===== src/upi_pkg.sv =====
// Constants and types for the front-panel indication and button logic.
// Assumes a single 25 MHz clock and status inputs already synchronous to it.
`default_nettype none
package upi_pkg;
   localparam int unsigned CLK_HZ       = 25_000_000;
   localparam int unsigned HOLD_MS      = 2000;
   localparam int unsigned TICK_MS      = 125;
   localparam int unsigned TICK_CYCLES  = CLK_HZ / 1000 * TICK_MS;
   localparam int unsigned HOLD_TICKS   = HOLD_MS / TICK_MS;
   localparam int unsigned BEEP_MS      = 125;
   localparam int unsigned BEEP_TICKS   = BEEP_MS / TICK_MS;
   localparam int unsigned PER_FAST_MS  = 500;
   localparam int unsigned PER_1S_MS    = 1000;
   localparam int unsigned PER_4S_MS    = 4000;
   localparam int unsigned PER_BYP_MS   = 120_000;
   localparam int unsigned FLASH_MS     = 500;
   localparam logic [6:0] LOAD_B1 = 7'h23; // 35 percent
   localparam logic [6:0] LOAD_B2 = 7'h37; // 55 percent
   localparam logic [6:0] LOAD_B3 = 7'h4b; // 75 percent
   localparam logic [6:0] LOAD_B4 = 7'h5f; // 95 percent
   localparam logic [6:0] LOAD_OVL = 7'h69; // 105 percent
   localparam logic [6:0] CAP_B1 = 7'h19; // 25 percent
   localparam logic [6:0] CAP_B2 = 7'h32; // 50 percent
   localparam logic [6:0] CAP_B3 = 7'h4b; // 75 percent
   localparam logic [6:0] CAP_B4 = 7'h5f; // 95 percent
   localparam logic [6:0] CAP_LOW = 7'h14; // 20 percent
   localparam logic [4:0] BAR_NONE = 5'h00;
   localparam int unsigned TW = 10;

   typedef struct packed {
      logic mains_ok;
      logic wiring_fault;
      logic on_inverter;
      logic on_bypass;
      logic on_battery;
      logic unit_on;
      logic fault;
      logic slot_board;
      logic [6:0] load_pct;
      logic [6:0] cap_pct;
   } upi_status_type;

   typedef struct packed {
      logic bypass;
      logic inverter;
      logic battery;
      logic mains;
      logic fault;
      logic [4:0] bar;
   } upi_leds_type;

   typedef enum logic [2:0] {
      ALM_NONE, ALM_BYPASS, ALM_BAT, ALM_BAT_LOW, ALM_OVERLOAD, ALM_FAULT
   } upi_alarm_type;
endpackage
`default_nettype wire

===== src/upi_panel.sv =====
// Front-panel indication and button logic: LEDs, bar graph, alarm, buttons.
// Assumes debounced, synchronous, active-high button levels and status inputs.
`timescale 1ns/1ps
`default_nettype none
module upi_panel (
   input  wire logic                    clock,
   input  wire logic                    nrst,
   input  wire logic                    on_button,
   input  wire logic                    off_button,
   input  wire upi_pkg::upi_status_type status,
   output var  upi_pkg::upi_leds_type   leds,
   output var  logic                    buzzer,
   output var  logic                    cmd_switch_on,
   output var  logic                    cmd_switch_off,
   output var  logic                    cmd_self_test,
   output var  logic                    serial_enable
);
   import upi_pkg::*;

   ////////////////////////////////////////////////////////////////////////////
   // Timebase: one tick every 125 ms, all slow timing counts ticks.
   logic [21:0] pre;
   logic        tick;
   logic [TW-1:0] slow;
   always_ff @(posedge clock or negedge nrst) begin
      if (!nrst) begin
         pre  <= '0;
         tick <= 1'b0;
      end else if (pre == 22'(TICK_CYCLES - 1)) begin
         pre  <= '0;
         tick <= 1'b1;
      end else begin
         pre  <= pre + 22'h1;
         tick <= 1'b0;
      end
   end

   ////////////////////////////////////////////////////////////////////////////
   // Button hold timers. A hold fires once; the button must be released before
   // it can fire again, so a long press never repeats a command.
   logic [4:0] on_cnt, off_cnt;
   logic       on_fire, off_fire;
   always_ff @(posedge clock or negedge nrst) begin
      if (!nrst) begin
         on_cnt <= '0;
      end else if (!on_button) begin
         on_cnt <= '0;
      end else if (tick && on_cnt <= 5'(HOLD_TICKS)) begin
         on_cnt <= on_cnt + 5'h1;
      end
   end
   always_ff @(posedge clock or negedge nrst) begin
      if (!nrst) begin
         off_cnt <= '0;
      end else if (!off_button) begin
         off_cnt <= '0;
      end else if (tick && off_cnt <= 5'(HOLD_TICKS)) begin
         off_cnt <= off_cnt + 5'h1;
      end
   end
   assign on_fire  = tick && on_button && on_cnt == 5'(HOLD_TICKS - 1);
   assign off_fire = tick && off_button && off_cnt == 5'(HOLD_TICKS - 1);

   ////////////////////////////////////////////////////////////////////////////
   // Alarm condition, most severe first.
   logic overload, bat_low, alarm_on, silenced, rearm, sounding;
   upi_alarm_type alarm, prev_alarm;
   assign overload = status.load_pct >= LOAD_OVL;
   assign bat_low  = status.on_battery && status.cap_pct <= CAP_LOW;
   always_comb begin
      if (status.fault)
         alarm = ALM_FAULT;
      else if (overload && (status.on_inverter || status.on_bypass))
         alarm = ALM_OVERLOAD;
      else if (bat_low)
         alarm = ALM_BAT_LOW;
      else if (status.on_battery)
         alarm = ALM_BAT;
      else if (status.on_bypass)
         alarm = ALM_BYPASS;
      else
         alarm = ALM_NONE;
   end
   assign alarm_on = alarm != ALM_NONE;
   // A worsening alarm counts as sounding in the very cycle that clears the silence,
   // so neither the tone nor the on button lags the re-arm by a cycle.
   assign rearm    = !alarm_on || alarm > prev_alarm;
   assign sounding = alarm_on && (!silenced || rearm);

   always_ff @(posedge clock or negedge nrst) begin
      if (!nrst) begin
         prev_alarm <= ALM_NONE;
      end else begin
         prev_alarm <= alarm;
      end
   end

   // Silence holds until the condition worsens or clears.
   always_ff @(posedge clock or negedge nrst) begin
      if (!nrst) begin
         silenced <= 1'b0;
      end else if (rearm) begin
         silenced <= 1'b0;
      end else if (on_fire) begin
         silenced <= 1'b1;
      end
   end

   ////////////////////////////////////////////////////////////////////////////
   // Commands: one-cycle pulses. The alarm-silence use of the on button takes
   // priority over switch-on and self-test.
   always_ff @(posedge clock or negedge nrst) begin
      if (!nrst) begin
         cmd_switch_on  <= 1'b0;
         cmd_switch_off <= 1'b0;
         cmd_self_test  <= 1'b0;
      end else begin
         cmd_switch_off <= off_fire;
         cmd_switch_on  <= on_fire && !sounding && !status.unit_on;
         cmd_self_test  <= on_fire && !sounding && status.unit_on
                           && status.mains_ok && status.on_inverter;
      end
   end

   ////////////////////////////////////////////////////////////////////////////
   // Beep pattern: period counter in ticks, beep in the first tick(s).
   logic [TW-1:0] period;
   always_comb begin
      case (alarm)
         ALM_FAULT:    period = '0;
         ALM_OVERLOAD: period = TW'(PER_FAST_MS / TICK_MS);
         ALM_BAT_LOW:  period = TW'(PER_1S_MS / TICK_MS);
         ALM_BAT:      period = TW'(PER_4S_MS / TICK_MS);
         ALM_BYPASS:   period = TW'(PER_BYP_MS / TICK_MS);
         default:      period = '0;
      endcase
   end
   always_ff @(posedge clock or negedge nrst) begin
      if (!nrst) begin
         slow <= '0;
      end else if (alarm != prev_alarm) begin
         slow <= '0;
      end else if (tick) begin
         slow <= (slow + TW'(1) >= period) ? '0 : slow + TW'(1);
      end
   end
   // A fault gives a continuous tone.
   always_ff @(posedge clock or negedge nrst) begin
      if (!nrst) begin
         buzzer <= 1'b0;
      end else begin
         buzzer <= sounding &&
                   (alarm == ALM_FAULT || slow < TW'(BEEP_TICKS));
      end
   end

   ////////////////////////////////////////////////////////////////////////////
   // LEDs.
   logic [2:0] flash_cnt;
   logic       flash;
   always_ff @(posedge clock or negedge nrst) begin
      if (!nrst) begin
         flash_cnt <= '0;
         flash     <= 1'b0;
      end else if (tick) begin
         if (flash_cnt == 3'(FLASH_MS / TICK_MS - 1)) begin
            flash_cnt <= '0;
            flash     <= !flash;
         end else begin
            flash_cnt <= flash_cnt + 3'h1;
         end
      end
   end

   logic [4:0] next_bar;
   always_comb begin
      next_bar = BAR_NONE;
      if (status.on_battery) begin
         next_bar[0] = 1'b1;
         next_bar[1] = status.cap_pct <= CAP_B4;
         next_bar[2] = status.cap_pct <= CAP_B3;
         next_bar[3] = status.cap_pct <= CAP_B2;
         next_bar[4] = status.cap_pct <= CAP_B1;
      end else if (status.mains_ok) begin
         next_bar[0] = 1'b1;
         next_bar[1] = status.load_pct > LOAD_B1;
         next_bar[2] = status.load_pct > LOAD_B2;
         next_bar[3] = status.load_pct > LOAD_B3;
         next_bar[4] = status.load_pct > LOAD_B4;
      end
   end

   always_ff @(posedge clock or negedge nrst) begin
      if (!nrst) begin
         leds          <= '0;
         serial_enable <= 1'b0;
      end else begin
         leds.bypass   <= status.on_bypass;
         leds.inverter <= status.on_inverter;
         leds.battery  <= status.on_battery;
         leds.mains    <= (status.mains_ok && !status.wiring_fault) ? 1'b1 : flash;
         leds.fault    <= status.fault || (overload && alarm == ALM_OVERLOAD);
         leds.bar      <= next_bar;
         serial_enable <= !status.slot_board;
      end
   end

   ////////////////////////////////////////////////////////////////////////////
   off_cmd_a: assert property (@(posedge clock) disable iff (!nrst)
      off_fire |=> cmd_switch_off) else $error("switch-off not issued");
   on_cmd_a: assert property (@(posedge clock) disable iff (!nrst)
      cmd_switch_on |-> $past(on_fire) && !$past(status.unit_on))
      else $error("switch-on without hold or while on");
   silence_a: assert property (@(posedge clock) disable iff (!nrst)
      on_fire && alarm_on && !silenced && alarm == prev_alarm |=> silenced)
      else $error("alarm not silenced");
   test_cmd_a: assert property (@(posedge clock) disable iff (!nrst)
      cmd_self_test |-> $past(status.mains_ok)) else $error("self-test off mains");
   bypass_led_a: assert property (@(posedge clock) disable iff (!nrst)
      ##1 leds.bypass == $past(status.on_bypass)) else $error("bypass led wrong");
   fault_led_a: assert property (@(posedge clock) disable iff (!nrst)
      status.fault |=> leds.fault && (silenced || buzzer))
      else $error("fault not shown");
   bar_fill_a: assert property (@(posedge clock) disable iff (!nrst)
      leds.bar[4] |-> leds.bar[3]) else $error("bar not cumulative");
   serial_off_a: assert property (@(posedge clock) disable iff (!nrst)
      status.slot_board |=> !serial_enable) else $error("serial not disabled");
   rearm_a: assert property (@(posedge clock) disable iff (!nrst)
      alarm > prev_alarm |=> !silenced) else $error("silence not re-armed");

   on_hold_c:   cover property (@(posedge clock) disable iff (!nrst) cmd_switch_on);
   off_hold_c:  cover property (@(posedge clock) disable iff (!nrst) cmd_switch_off);
   silenced_c:  cover property (@(posedge clock) disable iff (!nrst) silenced);
   bat_low_c:   cover property (@(posedge clock) disable iff (!nrst) alarm == ALM_BAT_LOW);
endmodule
`default_nettype wire


===== config.mk =====
export PLATFORM = sky130hd
export DESIGN_NAME = upi_panel
export DESIGN_NICKNAME = d
export VERILOG_FILES = /design/src/upi_pkg.sv /design/src/upi_panel.sv
export SDC_FILE = /design/constraint.sdc
export NUM_CORES = 1
export LEC_CHECK = 0
export BUFFER_PORTS_ARGS = -buffer_cell sky130_fd_sc_hd__buf_2
export CORE_ASPECT_RATIO = 1.75
export CORE_MARGIN = 3
export CORE_UTILIZATION = 58
export CTS_BUF_LIST = sky130_fd_sc_hd__clkbuf_16
export DETAILED_ROUTE_END_ITERATION = 16
export PLACE_DENSITY = 0.87
export SLEW_MARGIN = 20
export SYNTH_ARGS = -nofsm -noshare
export SYNTH_HDL_FRONTEND = slang
export SYNTH_SLANG_ARGS = --single-unit

===== constraint.sdc =====
create_clock -name clock -period 2.96 [get_ports clock]
set_clock_uncertainty 0.1 [all_clocks]
set_input_delay 0.592 -clock clock [delete_from_list [all_inputs] [get_ports clock]]
set_output_delay 0.592 -clock clock [all_outputs]
set_load 0.01 [all_outputs]

==> flow_summary.toml <==
[grt]
grt_max_degree = 40
grt_pass1_wl_mm = 12.68
grt_usage = 0.2423
grt_pass1_vias = 2830
antenna_found_initial = 0
grt-ovfl-total = 0

[synth]
synth_edf_count = 0
synth_warnings = 0
synthArstFlopShare = 1.000
synth_area_mm2 = 0.003384
ys.flop_type = "dfrtp_1"
yosys.area.top_type_share = 0.4880
ys_types = 46
postSynthCellCount = 332
netlist_top_cells_area = "dfrtp_1 (49%), ha_1 (7.4%), xor2_1 (4.7%)"
syn_nets = 378
synth_area_per_cell_um2 = 10.19
yosysTopAreaCell = "dfrtp_1"
ys_seq_area_frac = 0.4880
synth_seq_cells = 66

[placement]
io_buffers = 40
placed_cell_area_mm2 = 0.003938
dp_slack_ns = -0.3546
dp_hpwl_mm = 5.427
place.gp.congestion = 0.8791
numPlacedInstances = 472

[worst_setup_path]
crit_chain = "buf_2, nor4_4, buf_4, o31ai_1, buf_4, or3_4, ha_4, a21o_1, a211o_4, nor3_1, o21ai_0, a21oi_1"
worst_setup_path_start_kind = "input pin"
crit_buf_inv = 3
crit_type = "input pin to flip-flop"
cp-end-kind = "flip-flop"
cp_max_fo = 6
max_stage_delay_ns = 0.36
crit_family = "simple AND/OR/NAND/NOR gates"
slowest_stage = "or3_4"
path_common_cell = "buf_4"
arrival_ns = 3.11
required_ns = 3.11

[die]
die_x_um = 63.75
dieHeight_um = 107.1
core_area_mm2 = 0.005630
rows = 36
floorplan.initialDensity = 0.6011
boundaryPins = 41
die-area_mm2 = 0.006824

[clock_tree]
cts_root_buf = "clkbuf_16"
path_clk_slew_ns = 0.05
clockBufferDepth = 2
htree_levels = 3
ctsHoldBuffers = 0
numCtsBuffers = 9
cts.sinks = 66
cts_tree = "built"
clock_latency_ns = 0.34

[job]
drv_cap = 0

[sta]
relSlewSlack = 0.5679
fin_crit_sh = 1.000
hold_ws_ns = 0.1768
finalWorstSetupSlack_ns = -0.0007674
fin_setup_tns_ns = -0.0007674
hold_viol_final = 0
finalSetupViolations = 1
fmax_mhz = 337.8
tightest_slew_ns = 0.6481
fin_crit_ns = 2.961
slew_viol_final = 0

[pwr]
powerDensity_mw_per_mm2 = 491.4
pwr-share-clk = 0.485
seqPwrFrac = 0.437
peakVddDrop_mv = 0.4729
p_sw_frac = 0.2259
pwr-share-comb = 0.078
power.leakage_nw = 2.052
switchingPower_uw = 475.2
p_int_mw = 1.628
finalPower_mw = 2.103

[final_layout]
design_area_mm2 = 0.004280
nets = 456
drive_gt1_frac = 0.2458
nFillCells = 375
multiInputGateArea_mm2 = 0.001730
layout.area.seq_mm2 = 0.001652
fin_cells = 491
area_delta_synth_final_pct = 26.47
antenna_cells = 0
utilization = 0.7602

[routing]
drt_wl_total_mm = 7.684
drt_iter0_drc = 200
firstDrtPassIters = 4
num_vias = 2776
drcViolationCount = 0
route.antenna.remaining_nets = 0
routedWlPerCell_um = 15.65
viasPerCell = 5.654

[worst_hold_path]
worst_hold_path_type = "input pin to asynchronous set/reset pin"

[status]
violations = "negative setup slack"
status = "finished with violations"
power by group through the flow:
stage	registers (mW)	logic (mW)	clock network, mW
6_report	0.920	0.164	1.02
5_1_grt	0.920	0.181	1.07
4_1_cts	0.919	0.157	1.03
3_5_place_dp	0.935	0.153	0
3_3_place_gp	0.935	0.149	0
2_1_floorplan	0.941	0.0542	0
layer usage:
layer / vias to the layer above / part of all wire / GRT usage
met4: 0 / 0.033 / 0.1453
met3: 19 / 0.033 / 0.05660
met2: 69 / 0.57 / 0.4480
met1: 1356 / 0.37 / 0.2382
met5: - / 0 / 0
li1: 1332 / - / -
worst reg2reg max path: stages (launching register included):
cell,delay [ns]
dfrtp_1,0.41
and3_1,0.21
and3_1,0.18
nand3_1,0.09
xnor2_1,0.33
ha_4,0.27
a21o_1,0.18
a211o_4,0.37
nor3_1,0.32
o21ai_0,0.13
a21oi_1,0.14
placed cells by master (no fill, tap or decap), drive strengths merged, types with 4 or more instances in the layout:
master  instances
clkbuf          9
a22oi           5
and3           11
nand2          21
nor2           30
xor2           18
nand3          16
clkinv          4
xnor2          16
nor3           12
o21ai          12
ha             20
buf            71
or3             5
a21oi          11
and2            6
dfrtp          66
nand4           6
inv            20
nor4            6
nor2b           7
timing repair:
action	in CTS	in global routing
buffers inserted	0	3
cloned	0	0
endpoints found under the setup margin	9	10
resized for setup	2	3
pin swaps	0	3
sequential cells by signal, indices dropped and copies added, names as in the netlist, 3 cells and up:
| signal | cells |
|---|---|
| slow | 10 |
| flash_cnt | 3 |
| leds | 10 |
| off_cnt | 5 |
| on_cnt | 5 |
| pre | 22 |
| prev_alarm | 3 |
kinds of logic after synthesis:
kind of cell | synth area share
simple gates | 0.2063
flops | 0.4880
compound gates | 0.1094
xor+xnor | 0.08798
buf+inv | 0.02551
fa+ha+maj | 0.07394
mux | 0.008873
cell type report:
type / count / area share
multi-input combinational: 243 / 0.4043
sequential: 66 / 0.3859
timing repair buffer: 71 / 0.1041
clock buffer: 9 / 0.05262
tap: 76 / 0.02222
inverter: 19 / 0.01666
clock inverter: 7 / 0.01432
synth_stat cells (4+ instances only):
cell,n
o21ai_0,12
xor2_1,18
nand2_1,21
inv_1,19
clkbuf_1,4
nor3_1,12
or3_1,5
nand3_1,16
a21oi_1,11
xnor2_1,16
and3_1,11
dfrtp_1,66
a22oi_1,5
ha_1,20
nor4_1,5
nand4_1,6
nor2b_1,7
and2_1,6
nor2_1,30
final timing paths:
path,startpoint,end,slack (ns),depth (start not counted)
max in group asynchronous,nrst,pre[4],1.94,2
setup / recovery,status[8],slow[6],-0.0008,12
hold reg to reg,pre[0],pre[0],0.36,1
setup reg to reg,slow[4],slow[6],0.15,10
min in group clock,status[14],serial_enable,0.29,2
hold / removal,nrst,on_cnt[0],0.18,1
Note: power is estimated with default switching activity, not from simulation.
